File: config.mk
export PLATFORM = sky130hd
export DESIGN_NAME = urx_receiver
export DESIGN_NICKNAME = d
export VERILOG_FILES = /design/src/design/urx_pkg.sv /design/src/design/urx_receiver.sv /design/src/design/urx_sync2.sv /design/src/design/urx_rx_fifo.sv
export SDC_FILE = /design/constraint.sdc
export NUM_CORES = 1
export LEC_CHECK = 0
export BUFFER_PORTS_ARGS = -buffer_cell sky130_fd_sc_hd__buf_2
export CAP_MARGIN = 20
export CORE_MARGIN = 2
export CORE_UTILIZATION = 45
export CTS_BUF_LIST = sky130_fd_sc_hd__clkbuf_8
export DETAILED_ROUTE_END_ITERATION = 8
export GPL_ROUTABILITY_DRIVEN = 0
export HOLD_SLACK_MARGIN = 0.03
export PLACE_DENSITY = 0.66
export RECOVER_POWER = 25
export SETUP_SLACK_MARGIN = 0.15
export SKIP_LAST_GASP = 1
export SYNTH_ARGS = -nofsm -noshare
export SYNTH_HDL_FRONTEND = slang
export SYNTH_SLANG_ARGS = --single-unit
export TNS_END_PERCENT = 30
File: constraint.sdc
create_clock -name clk -period 6 [get_ports clk]
set_input_delay 1.2 -clock clk [delete_from_list [all_inputs] [get_ports clk]]
set_output_delay 1.2 -clock clk [all_outputs]
set_load 0.01 [all_outputs]
File: src/design/urx_pkg.sv
// Purpose: Shared constants and types for the receive half of the serial port
// Assumes: Registers sit on a 2-bit byte-wide plain register port
// Notes: Sample counts are in sample ticks, not system clocks
package urx_pkg;

  // Register offsets
  localparam logic [1:0] ADDR_STATUS = 2'h0;
  localparam logic [1:0] ADDR_CTRL_B = 2'h1;
  localparam logic [1:0] ADDR_CTRL_C = 2'h2;
  localparam logic [1:0] ADDR_DATA = 2'h3;

  // Bit positions, ctrl_status_a
  localparam int STATUS_RXC_BIT = 7;
  localparam int STATUS_FE_BIT = 4;
  localparam int STATUS_DOR_BIT = 3;
  localparam int STATUS_PE_BIT = 2;
  localparam int STATUS_U2X_BIT = 1;

  // Bit positions, ctrl_status_b
  localparam int CTRL_B_IRQ_EN_BIT = 7;
  localparam int CTRL_B_RXEN_BIT = 4;
  localparam int CTRL_B_RXB8_BIT = 1;

  // Bit positions, ctrl_status_c
  localparam int CTRL_C_PAR_EN_BIT = 5;
  localparam int CTRL_C_PAR_ODD_BIT = 4;
  localparam int CTRL_C_TWO_STOP_BIT = 3;
  localparam int CTRL_C_CSZ_LSB = 0;

  // Reset values
  localparam logic RESET_BIT = 1'h0;
  localparam logic [2:0] CSZ_RESET = 3'h3;
  localparam logic [7:0] RDATA_IDLE = 8'h00;

  // Character size codes
  localparam logic [2:0] CSZ_NINE = 3'h7;
  localparam logic [3:0] BITS_NINE = 4'h9;
  localparam logic [3:0] BITS_BASE = 4'h5;

  // Oversampling
  localparam logic [4:0] NORMAL_SPB = 5'h10;
  localparam logic [4:0] DOUBLE_SPB = 5'h08;
  localparam logic [4:0] NORMAL_FIRST_VOTE = 5'h08;
  localparam logic [4:0] DOUBLE_FIRST_VOTE = 5'h04;
  localparam logic [4:0] VOTE_SPAN = 5'h02;
  localparam logic [4:0] FIRST_SAMPLE = 5'h01;

  // Receive buffer entry layout
  localparam int ENTRY_W = 12;
  localparam int ENTRY_FE_BIT = 9;
  localparam int ENTRY_DOR_BIT = 10;
  localparam int ENTRY_PE_BIT = 11;
  localparam int FIFO_DEPTH = 2;

  typedef enum logic [1:0]
  {
    URX_IDLE = 2'b00,
    URX_START = 2'b01,
    URX_BITS = 2'b10
  } urx_state_type;

endpackage

File: src/design/urx_receiver.sv
// Purpose: Asynchronous serial receiver with status, error flags and buffer
// Assumes: sample_tick pulses one clock at 16x (or 8x) the baud rate
// Notes: Error flags travel with each character through the buffer
// Contract
// - Complete flag shows buffer holds unread data
// - Clearing enable flushes buffer, clears flag
// - Interrupt request is level while flag set
// - Errors stored per character, data read advances
// - Software writes never change error flags
// - Error flags raise no interrupt
// - Frame error is inverted first stop bit
// - Only first stop bit examined
// - Overrun on full buffer, waiting char, start
// - Overrun cleared on successful buffer transfer
// - Parity checked odd or even when enabled
// - Parity error only when checking was enabled
// - Disable is immediate, drops reception, releases pin
// - Sample at 16x, or 8x double speed
// - Start voted on samples 8-10 or 4-6
// - Sixteen or eight sample states per bit
// - Each bit is majority of three samples
// - Next start searchable right after stop vote
// - Complete frame moves into receive buffer
// - Unused high data bits read zero
// - Enable takes over the input pin
//
// Our own choices: the register addresses and the plain strobed port.
`timescale 1ns/1ps
module urx_receiver
(
  // Clock and reset
  input wire logic clk,
  input wire logic srst,
  // Register port
  input wire logic [1:0] addr,
  input wire logic [7:0] wdata,
  input wire logic wr,
  input wire logic rd,
  output logic [7:0] rdata,
  // Serial line
  input wire logic serial_input_pin,
  input wire logic sample_tick,
  output logic pin_override,
  // Interrupt request
  output logic rx_irq
);

  // Control bits
  logic double_speed_select, rx_complete_irq_enable, rx_enable_bit;
  logic parity_enable_bit, parity_odd_select, two_stop_select;
  logic [2:0] char_size_field;
  // Recovery
  urx_pkg::urx_state_type state;
  logic line_sync, line, decide, bit_val, start_edge, par_bad, par_seen;
  logic [2:0] vote;
  logic [4:0] cnt, cnt_nx, spb, vote_last;
  logic [3:0] idx, nbits, stop_idx;
  logic [8:0] shift;
  // Held frame and buffer
  logic pending, pend_fe, pend_pe, ovr_lost, fifo_full, fifo_empty;
  logic push, pop, rx_complete_flag, frame_done;
  logic [urx_pkg::ENTRY_W-1:0] head;

  function automatic logic maj3(input logic a, input logic b, input logic c);
    maj3 = (a & b) | (a & c) | (b & c);
  endfunction

  function automatic logic [3:0] data_bits(input logic [2:0] sz);
    if (sz == urx_pkg::CSZ_NINE)
    begin
      data_bits = urx_pkg::BITS_NINE;
    end
    else
    begin
      data_bits = urx_pkg::BITS_BASE + {2'b00, sz[1:0]};
    end
  endfunction

  urx_sync2 u_sync
  (
    .clk(clk),
    .srst(srst),
    .din(serial_input_pin),
    .dout(line_sync)
  );

  // Line looks idle while the receiver does not own the pin
  assign line = rx_enable_bit ? line_sync : 1'b1;
  assign pin_override = rx_enable_bit;

  assign spb = double_speed_select ? urx_pkg::DOUBLE_SPB : urx_pkg::NORMAL_SPB;
  assign vote_last = (double_speed_select ? urx_pkg::DOUBLE_FIRST_VOTE
                                          : urx_pkg::NORMAL_FIRST_VOTE) + urx_pkg::VOTE_SPAN;
  assign cnt_nx = (cnt == spb) ? urx_pkg::FIRST_SAMPLE : cnt + urx_pkg::FIRST_SAMPLE;
  assign decide = sample_tick && (state != urx_pkg::URX_IDLE) && (cnt_nx == vote_last);
  assign bit_val = maj3(vote[1], vote[0], line);
  assign start_edge = sample_tick && (state == urx_pkg::URX_IDLE) && vote[0] && !line;
  assign nbits = data_bits(char_size_field);
  // Only the first stop bit is voted; a second one is just idle line
  assign stop_idx = nbits + {3'b000, parity_enable_bit};
  assign frame_done = decide && (state == urx_pkg::URX_BITS) && (idx == stop_idx);
  assign par_bad = parity_enable_bit && (bit_val != ((^shift) ^ parity_odd_select));

  // Register writes; error flags have no write path
  always_ff @(posedge clk)
  begin
    if (srst)
    begin
      double_speed_select <= urx_pkg::RESET_BIT;
      rx_complete_irq_enable <= urx_pkg::RESET_BIT;
      rx_enable_bit <= urx_pkg::RESET_BIT;
      parity_enable_bit <= urx_pkg::RESET_BIT;
      parity_odd_select <= urx_pkg::RESET_BIT;
      two_stop_select <= urx_pkg::RESET_BIT;
      char_size_field <= urx_pkg::CSZ_RESET;
    end
    else if (wr)
    begin
      case (addr)
        urx_pkg::ADDR_STATUS:
        begin
          double_speed_select <= wdata[urx_pkg::STATUS_U2X_BIT];
        end
        urx_pkg::ADDR_CTRL_B:
        begin
          rx_complete_irq_enable <= wdata[urx_pkg::CTRL_B_IRQ_EN_BIT];
          rx_enable_bit <= wdata[urx_pkg::CTRL_B_RXEN_BIT];
        end
        urx_pkg::ADDR_CTRL_C:
        begin
          parity_enable_bit <= wdata[urx_pkg::CTRL_C_PAR_EN_BIT];
          parity_odd_select <= wdata[urx_pkg::CTRL_C_PAR_ODD_BIT];
          two_stop_select <= wdata[urx_pkg::CTRL_C_TWO_STOP_BIT];
          char_size_field <= wdata[urx_pkg::CTRL_C_CSZ_LSB+:3];
        end
        default:
        begin
        end
      endcase
    end
  end

  // Sample history, shifted on every tick
  always_ff @(posedge clk)
  begin
    if (srst || !rx_enable_bit)
    begin
      vote <= 3'h7;
    end
    else if (sample_tick)
    begin
      vote <= {vote[1:0], line};
    end
  end

  // Clock and data recovery
  always_ff @(posedge clk)
  begin
    if (srst || !rx_enable_bit)
    begin
      state <= urx_pkg::URX_IDLE;
      cnt <= 5'h00;
      idx <= 4'h0;
    end
    else
    begin
      case (state)
        urx_pkg::URX_IDLE:
        begin
          if (start_edge)
          begin
            state <= urx_pkg::URX_START;
            cnt <= urx_pkg::FIRST_SAMPLE;
            idx <= 4'h0;
          end
        end
        urx_pkg::URX_START:
        begin
          if (sample_tick)
          begin
            cnt <= cnt_nx;
          end
          if (decide)
          begin
            // A high majority means a noise spike
            state <= bit_val ? urx_pkg::URX_IDLE : urx_pkg::URX_BITS;
          end
        end
        urx_pkg::URX_BITS:
        begin
          if (sample_tick)
          begin
            cnt <= cnt_nx;
          end
          if (frame_done)
          begin
            // Back to search right after the stop vote
            state <= urx_pkg::URX_IDLE;
          end
          else if (decide)
          begin
            idx <= idx + 4'h1;
          end
        end
        default:
        begin
          state <= urx_pkg::URX_IDLE;
        end
      endcase
    end
  end

  // Shift register; cleared per frame so short characters read zero on top
  always_ff @(posedge clk)
  begin
    if (srst)
    begin
      shift <= 9'h000;
    end
    else if (start_edge)
    begin
      shift <= 9'h000;
    end
    else if (decide && (state == urx_pkg::URX_BITS) && (idx < nbits))
    begin
      shift[idx] <= bit_val;
    end
  end

  // Finished frame waits here until the buffer has room
  always_ff @(posedge clk)
  begin
    if (srst || !rx_enable_bit)
    begin
      pending <= 1'b0;
      pend_fe <= 1'b0;
      pend_pe <= 1'b0;
      par_seen <= 1'b0;
      ovr_lost <= 1'b0;
    end
    else
    begin
      if (decide && (state == urx_pkg::URX_BITS) && (idx == nbits))
      begin
        par_seen <= par_bad;
      end
      if (frame_done)
      begin
        pending <= 1'b1;
        pend_fe <= !bit_val;
        pend_pe <= parity_enable_bit && par_seen;
      end
      else if (push || (start_edge && fifo_full))
      begin
        // An overrun drops the waiting character
        pending <= 1'b0;
      end
      if (start_edge && pending && fifo_full)
      begin
        ovr_lost <= 1'b1;
      end
      else if (push)
      begin
        ovr_lost <= 1'b0;
      end
    end
  end

  assign push = pending && !fifo_full;
  assign pop = rd && (addr == urx_pkg::ADDR_DATA);

  urx_rx_fifo u_fifo
  (
    .clk(clk),
    .srst(srst),
    .flush(!rx_enable_bit),
    .push(push),
    .push_data({pend_pe, ovr_lost, pend_fe, shift}),
    .full(fifo_full),
    .pop(pop),
    .head(head),
    .empty(fifo_empty)
  );

  assign rx_complete_flag = !fifo_empty;
  // Only the complete flag reaches the request line
  assign rx_irq = rx_complete_irq_enable && rx_complete_flag;

  // Read data: valid the cycle after the strobe, zero otherwise
  always_ff @(posedge clk)
  begin
    if (srst || !rd)
    begin
      rdata <= urx_pkg::RDATA_IDLE;
    end
    else
    begin
      rdata <= urx_pkg::RDATA_IDLE;
      case (addr)
        urx_pkg::ADDR_STATUS:
        begin
          rdata[urx_pkg::STATUS_RXC_BIT] <= rx_complete_flag;
          rdata[urx_pkg::STATUS_FE_BIT] <= rx_complete_flag && head[urx_pkg::ENTRY_FE_BIT];
          rdata[urx_pkg::STATUS_DOR_BIT] <= rx_complete_flag && head[urx_pkg::ENTRY_DOR_BIT];
          rdata[urx_pkg::STATUS_PE_BIT] <= rx_complete_flag && head[urx_pkg::ENTRY_PE_BIT];
          rdata[urx_pkg::STATUS_U2X_BIT] <= double_speed_select;
        end
        urx_pkg::ADDR_CTRL_B:
        begin
          rdata[urx_pkg::CTRL_B_IRQ_EN_BIT] <= rx_complete_irq_enable;
          rdata[urx_pkg::CTRL_B_RXEN_BIT] <= rx_enable_bit;
          rdata[urx_pkg::CTRL_B_RXB8_BIT] <= rx_complete_flag && head[8];
        end
        urx_pkg::ADDR_CTRL_C:
        begin
          rdata[urx_pkg::CTRL_C_PAR_EN_BIT] <= parity_enable_bit;
          rdata[urx_pkg::CTRL_C_PAR_ODD_BIT] <= parity_odd_select;
          rdata[urx_pkg::CTRL_C_TWO_STOP_BIT] <= two_stop_select;
          rdata[urx_pkg::CTRL_C_CSZ_LSB+:3] <= char_size_field;
        end
        urx_pkg::ADDR_DATA:
        begin
          rdata <= rx_complete_flag ? head[7:0] : urx_pkg::RDATA_IDLE;
        end
        default:
        begin
          rdata <= urx_pkg::RDATA_IDLE;
        end
      endcase
    end
  end

  // Checks
  flush_on_disable_a: assert property (@(posedge clk) disable iff (srst)
    !rx_enable_bit |=> !rx_complete_flag && !rx_irq && state == urx_pkg::URX_IDLE)
    else $error("receiver not flushed after disable");
  irq_level_a: assert property (@(posedge clk) disable iff (srst)
    (rx_complete_irq_enable && !fifo_empty) |-> rx_irq)
    else $error("interrupt request missing while data buffered");
  irq_errors_a: assert property (@(posedge clk) disable iff (srst)
    fifo_empty |-> !rx_irq)
    else $error("interrupt request without buffered data");
  frame_error_a: assert property (@(posedge clk) disable iff (srst || !rx_enable_bit)
    frame_done |=> pending && (pend_fe == !$past(bit_val)))
    else $error("frame error does not match stop bit");
  overrun_set_a: assert property (@(posedge clk) disable iff (srst || !rx_enable_bit)
    (start_edge && pending && fifo_full) |=> ovr_lost && !pending)
    else $error("overrun not flagged");
  overrun_clear_a: assert property (@(posedge clk) disable iff (srst)
    (push && !start_edge && rx_enable_bit) |=> !ovr_lost)
    else $error("overrun not cleared on transfer");
  parity_off_a: assert property (@(posedge clk) disable iff (srst || !rx_enable_bit)
    (frame_done && !parity_enable_bit) |=> !pend_pe)
    else $error("parity error without checking");
  sample_range_a: assert property (@(posedge clk) disable iff (srst)
    (state != urx_pkg::URX_IDLE) |-> (cnt >= urx_pkg::FIRST_SAMPLE) && (cnt <= spb))
    else $error("sample counter out of range");
  spike_reject_a: assert property (@(posedge clk) disable iff (srst || !rx_enable_bit)
    (decide && state == urx_pkg::URX_START && bit_val) |=> state == urx_pkg::URX_IDLE)
    else $error("noise spike accepted as start");
  stop_rearm_a: assert property (@(posedge clk) disable iff (srst || !rx_enable_bit)
    frame_done |=> state == urx_pkg::URX_IDLE)
    else $error("receiver not searching after stop vote");

endmodule

File: src/design/urx_sync2.sv
// Purpose: Two-stage synchroniser for the serial input
// Assumes: Line idles high
// Notes: First stage feeds only the second
`timescale 1ns/1ps
module urx_sync2
(
  // Clock and reset
  input wire logic clk,
  input wire logic srst,
  // Line
  input wire logic din,
  output logic dout
);

  logic meta;

  always_ff @(posedge clk)
  begin
    if (srst)
    begin
      meta <= 1'b1;
      dout <= 1'b1;
    end
    else
    begin
      meta <= din;
      dout <= meta;
    end
  end

endmodule

File: src/design/urx_rx_fifo.sv
// Purpose: Two-entry receive buffer holding character and its error bits
// Assumes: Writer pushes only when not full
// Notes: Flush empties it in one cycle
`timescale 1ns/1ps
module urx_rx_fifo
(
  // Clock and reset
  input wire logic clk,
  input wire logic srst,
  input wire logic flush,
  // Fill side
  input wire logic push,
  input wire logic [urx_pkg::ENTRY_W-1:0] push_data,
  output logic full,
  // Drain side
  input wire logic pop,
  output logic [urx_pkg::ENTRY_W-1:0] head,
  output logic empty
);

  logic [urx_pkg::ENTRY_W-1:0] mem [urx_pkg::FIFO_DEPTH];
  logic wr_ptr;
  logic rd_ptr;
  logic [1:0] count;
  logic do_push;
  logic do_pop;

  assign full = (count == 2'h2);
  assign empty = (count == 2'h0);
  assign do_push = push && !full;
  assign do_pop = pop && !empty;
  assign head = mem[rd_ptr];

  always_ff @(posedge clk)
  begin
    if (srst || flush)
    begin
      wr_ptr <= 1'b0;
      rd_ptr <= 1'b0;
      count <= 2'h0;
    end
    else
    begin
      if (do_push)
      begin
        wr_ptr <= !wr_ptr;
      end
      if (do_pop)
      begin
        rd_ptr <= !rd_ptr;
      end
      count <= count + {1'b0, do_push} - {1'b0, do_pop};
    end
  end

  always_ff @(posedge clk)
  begin
    if (do_push)
    begin
      mem[wr_ptr] <= push_data;
    end
  end

  read_advance_a: assert property (@(posedge clk) disable iff (srst || flush)
    (pop && full) |=> !full && !empty)
    else $error("data read did not advance buffer");

endmodule

======== After elaboration in Yosys (flattened, before gate mapping) ========
Memories as Yosys holds them, arrays and structs flattened. A register that Yosys moved wholly into a read port is not among the register bits.
Index checks and enable logic that the tools add are counted.
word-level totals
  register bits ........................... 50
  RAM bits ................................ 24
  output and inout bits ................... 10
  word-level logic and storage cells ...... 148
  memories kept ........................... 1
operators by class
  bitwise gates (word level) .............. 7
  equality and inequality tests ........... 18
  muxes and demuxes ....................... 35
  add/subtract/negate cells ............... 7
  reduce and logical (&&, ||, !) cells .... 53
  $lt $le $gt $ge ......................... 3
memory list
  memory      depth  width  read ports  clocked after Yosys merged registers in  wr ports  line               source
  u_fifo.mem  2      12     1           1                                        1         urx_rx_fifo.sv:21  logic [urx_pkg::ENTRY_W-1:0] mem [urx_pkg::FIFO_DEPTH];
operator list
  cell                                                number
  logical AND 1 bit                                   24
  two-way mux 4 bit                                   5
  two-way mux 5 bit                                   4
  one-hot mux 2 bit (3 select lines)                  2
  == test 5 bit                                       2
  two-way mux 1 bit                                   10
  != test 2 bit, second input constant                5
  one-hot mux 5 bit (2 select lines)                  1
  nonzero test 2 bit                                  5
  bitwise mux 9 bit                                   1
  XOR reduction 9 bit                                 1
  == test 2 bit, second input constant                4
  == test 4 bit                                       2
  logical NOT 1 bit                                   8
  two-way mux 2 bit                                   4
  two-way mux 8 bit                                   1
  one-hot mux 1 bit (4 select lines)                  2
  one-hot mux 4 bit (2 select lines)                  1
  logical NOT 2 bit                                   3
  AND reduction 2 bit                                 3
  AND reduction 3 bit                                 2
  adder 4 x 2 -> 5 bit, second input constant         1
  adder 5 x 1 -> 5 bit, second input constant         1
  < comparator 4 x 5 -> 1 bit, second input constant  1
  other kinds (22)                                    30

======== Depth between registers and ports, before layout ========
  word-level depth ........................ 9
  depth in mapped cells ................... 10
  gate-level depth less buffers ........... 10

======== Hierarchy ========
A second synthesis with hierarchy kept.
second synthesis, totals
  cell total of the unflattened synthesis .. 374
  area, all modules ....................... 3692.3 um^2
by module, submodules not included
  module        area each (um^2)  cells each  seq. area each (um^2)  instances
  urx_receiver  2536.2            304         880.8                  1
  urx_rx_fifo   1103.6            66          820.8                  1
  urx_sync2     52.6              4           40.0                   1

======== Least setup slack after synthesis ========
OpenSTA, ideal clock, no wires.
  path kind ............................... input port to flip-flop
  start ................................... input port sample_tick
  end ..................................... register idx[3]
  path slack .............................. 3.215 ns
  stages .................................. 8
  data required time ...................... 5.926 ns
  path buffers ............................ 2
  arrival ................................. 2.711 ns
  library setup time ...................... 0.074 ns
  path through ............................ clkbuf_1 nand3_1 or2_2 clkbuf_1 nand2_1 nand3b_1 or4_1 a31oi_1
on the way
  cells in the longest elaborated chain, start to end .. 6
  elaborated cells on any way between the ends .. 11
  those cells by class .................... eq/ne: 3; reduce/logical: 8
ends and longest elaborated chain
  what                             line                 source
  from (decl)                      urx_receiver.sv:42   input wire logic sample_tick,
  logical AND 1 bit (2 in a row)   urx_receiver.sv:95   assign decide = sample_tick && (state != urx_pkg::URX_IDLE) && (cnt_nx == vote_last);
  logical AND 1 bit (2 in a row)   urx_receiver.sv:101  assign frame_done = decide && (state == urx_pkg::URX_BITS) && (idx == stop_idx);
  != test 2 bit (no line)          n/a
  AND reduction 4 bit (no line) *  n/a
  to (signal assigned)             urx_receiver.sv:202  idx <= idx + 4'h1;
  to (decl)                        urx_receiver.sv:57   logic [3:0] idx, nbits, stop_idx;
Every way passes the cells marked *; elsewhere a longest branch is shown, timed or not.
A chain may end at the register's enable or synchronous reset.

======== Worst setup path in the final report ========
  start ................................... register char_size_field[1]
  end ..................................... register pend_fe
on the way
  cells in the longest elaborated chain, start to end .. 5
  elaborated cells on any way between the ends .. 6
  those cells by class .................... add/sub: 2; eq/ne: 2; mux: 1; reduce/logical: 1
ends and longest elaborated chain
  what                                                          line                                    source
  from (decl)                                                   urx_receiver.sv:51                      logic [2:0] char_size_field;
  from (signal assigned)                                        urx_receiver.sv:115                     char_size_field <= urx_pkg::CSZ_RESET;
  from (signal assigned)                                        urx_receiver.sv:134                     char_size_field <= wdata[urx_pkg::CTRL_C_CSZ_LSB+:3];
  adder 3 x 2 -> 4 bit / == test 3 bit (equally long branches)  urx_receiver.sv:75, urx_receiver.sv:69
  two-way mux 4 bit *                                           urx_receiver.sv:69                      if (sz == urx_pkg::CSZ_NINE)
  adder 4 x 1 -> 4 bit *                                        urx_receiver.sv:100                     assign stop_idx = nbits + {3'b000, parity_enable_bit};
  == test 4 bit *                                               urx_receiver.sv:101
  logical AND 1 bit *                                           urx_receiver.sv:101
  to (signal assigned)                                          urx_receiver.sv:250                     pend_fe <= !bit_val;
  to (decl)                                                     urx_receiver.sv:60                      logic pending, pend_fe, pend_pe, ovr_lost, fifo_full, fifo_empty;
Marked as above.

==> results.sh <==
export IMPL_post_route_drc_count=0
export IMPL_cp_start_kind="flop"
export IMPL_synth_edff_count=24
export IMPL_clock_path_buffers=2
export IMPL_worst_skew_pair_late_latency_ns=0.35
export IMPL_detail_route_wirelength_um=7550
export IMPL_switching_power_uw=215
export IMPL_slew_violations=0
export IMPL_maxSlewHeadroom_pct=38.7
export IMPL_leakage_nw=1.41
export IMPL_clock_sink_count=75
export IMPL_cpMaxStageDelayCell="a2111oi_2"
export IMPL_die_span_y_um=94.2
export IMPL_critical_path_arrival_ns=3.15
export IMPL_area_growth_synth_to_final_pct=10.6
export IMPL_syn_inst=364
export IMPL_ys_warnings_count=0
export IMPL_flip_flop_and_latch_count_after_synthesis=75
export IMPL_cts_repair_timing_setup_buffer_count=0
export IMPL_cpLargestDelayFamily="adder cells"
export IMPL_fin_nets=420
export IMPL_start_util_pct=46.9
export IMPL_setup_worst_path_class="flop to flop"
export IMPL_period_minus_ws_final_ns=2.95
export IMPL_yosys_cell_count_top_type="dfxtp_1"
export IMPL_grt_max_degree=23
export IMPL_max_slew_worst_pin_slew_ns=0.919
export IMPL_timing_critical_path_to_type="flop"
export IMPL_cts_buffers=9
export IMPL_drt_iter0_markers=172
export IMPL_yosysUniqueCellTypes=60
export IMPL_ioPinCount=26
export IMPL_cp_buffers_inverters=0
export IMPL_fmax_mhz=339
export IMPL_cp_max_fo=4
export IMPL_hold_violations=0
export IMPL_power_frac_clock_pct=40.1
export IMPL_clockRootBuffer="clkbuf_8"
export IMPL_vias_per_cell=5.50
export IMPL_grt_pass1_vias=2533
export IMPL_final_setup_tns_ns=0
export IMPL_dieWidth_um=94.2
export IMPL_synth_flop_cell="dfxtp_1"
export IMPL_netSwitchingFraction_pct=22.8
export IMPL_drive_above_1_share_pct=13.6
export IMPL_timing_max_cap_violations=0
export IMPL_hold_path_class="flop to flop"
export IMPL_antennaDiodeCount=0
export IMPL_core_footprint_um2=7810
export IMPL_fin_crit_sh_pct=49.1
export IMPL_timing_clock_skew_ns=0.0116
export IMPL_detailed_place_hpwl_um=5550
export IMPL_pwr_share_comb_pct=4.1
export IMPL_intPower_uw=729
export IMPL_ys_top_cells_by_count="51 x dfxtp_1, 37 x nand2_1, 24 x edfxtp_1"
export IMPL_max_vdd_ir_drop_uv=123
export IMPL_overflow=0
export IMPL_route_vias_total=2704
export IMPL_cts_htree_levels=3
export IMPL_synth_area_per_cell_um2=10.1
export IMPL_wl_per_cell_um=15.4
export IMPL_power_sequential_fraction_pct=55.8
export IMPL_crit_path_max_incr_delay_ns=0.61
export IMPL_synth_sequential_area_ratio_pct=47.6
export IMPL_groute_usage_overall_pct=18.0
export IMPL_worst_r2r_setup_slack_ns=3.05
export IMPL_grt_setup_unrepaired="no"
export IMPL_cts_resized=0
export IMPL_holdBufCountCts=0
export IMPL_io_buffer_count=24
export IMPL_rows=32
export IMPL_post_synth_main_area_contributors="dfxtp_1 28%, edfxtp_1 20%, ha_1 6.1%"
export IMPL_synthesized_area_um2=3660
export IMPL_design_die_area_um2=8880
export IMPL_worstPathRequired_ns=6.20
export IMPL_run_status="finished, final reports clean"
export IMPL_syn_nets=399
export IMPL_async_reset_ff_share_pct=0
export IMPL_grt_antenna_before_repair=0
export IMPL_power_density_nw_per_um2=233
export IMPL_fin_worst_hold_slack_ns=0.413
export IMPL_grt_first_pass_wirelength_um=12300
export IMPL_synth_top_area_share_pct=27.9
export IMPL_cp_cell_sequence="ha_1 -> nand2_1 -> nand2_1 -> ha_1 -> fa_1 -> xnor2_1 -> o211ai_1 -> a2111oi_2 -> mux2i_1 -> nor2_1"
export IMPL_synth_largest_area_cell="dfxtp_1"
export IMPL_clock_pin_slew_on_the_worst_setup_and_hold_paths_ns=0.08
export IMPL_drt_antenna_violating_nets=0
export IMPL_drt_pre_antenna_iters=4
export IMPL_report_final_setup_viol=0
export IMPL_cts_tree="done"
[final timing paths]
kind / depth (start not counted) / endpoint / startpoint
setup / recovery: 10 / pend_fe / char_size_field[1]
hold / removal: 1 / u_sync.dout / u_sync.meta
setup reg to reg: 10 / pend_fe / char_size_field[1]
hold reg to reg: 1 / u_sync.dout / u_sync.meta
[registers in the layout (all words and copies together), names as in the netlist, 2 cells and up, named ones only]
register and cells:
u_fifo.mem 24, shift 9, rdata 8, cnt 5, idx 4, char_size_field 3
state 2, u_fifo.count 2, vote 2
[per-layer routing]
layer  vias up  GRT usage [%]  share of wire (%)
met1      1277           23.4                 47
met2        59           29.9                 47
li1       1357              -                  -
met3        11           4.74                4.4
met4         0           4.11                1.3
met5         -              0                  0
[layout by cell type (no fill, tap or decap), types with 15 or more instances in the layout]
cell and count:
mux2i_1 19, a21oi_1 21, inv_1 18, edfxtp_1 24
nand2_1 37, buf_2 23, ha_1 18, dfxtp_1 51
nand3_1 15, nor2_1 23, xnor2_1 15
[cells by family after synthesis]
group / count (synthesis) / synth area share (%)
xor gates and xnor gates: 18 / 4.30
and+or+nand+nor: 133 / 19.1
AOI/OAI and AO/OA: 60 / 11.4
DFF: 75 / 47.6
adders and majority gates: 20 / 6.97
muxes: 26 / 7.35
buffers and inverters: 32 / 3.35
[final cells by class]
class,instances,area [µm²]
inverters,17,63.8
clock buffers,9,124
clock inverters,7,68.8
fillers,717,3760
multi-input cells,257,1800
flip-flops and latches,75,1740
repair buffers,25,126
well taps,102,128
[worst register-to-register path, stage by stage (launching register included)]
cell       delay [ns]
dfxtp_1          0.45
ha_1             0.25
nand2_1          0.07
nand2_1          0.10
ha_1             0.17
fa_1             0.43
xnor2_1          0.20
o211ai_1         0.21
a2111oi_2        0.61
mux2i_1          0.26
nor2_1           0.05
[power groups by stage]
stage          registers [mW]  logic (mW)  clock network, mW
2_1_floorplan           0.537      0.0258                  0
5_1_grt                 0.527      0.0435              0.409
3_5_place_dp            0.539      0.0386                  0
4_1_cts                 0.527      0.0388              0.389
3_3_place_gp            0.539      0.0377                  0
6_report                0.527      0.0387              0.378
[through the flow]
step	instances	setup slack [ns]	power (mW)	utilization (%)	area [µm²]
2_1_floorplan	364	3.21	0.563	-	3660
3_3_place_gp	475	2.94	0.576	49.3	3850
3_5_place_dp	475	2.92	0.577	49.3	3850
4_1_cts	491	3.04	0.954	51.8	4040
5_1_grt	492	2.82	0.980	51.9	4050
6_report	492	3.05	0.944	51.9	4050
Power figures use the tool's default switching activity.
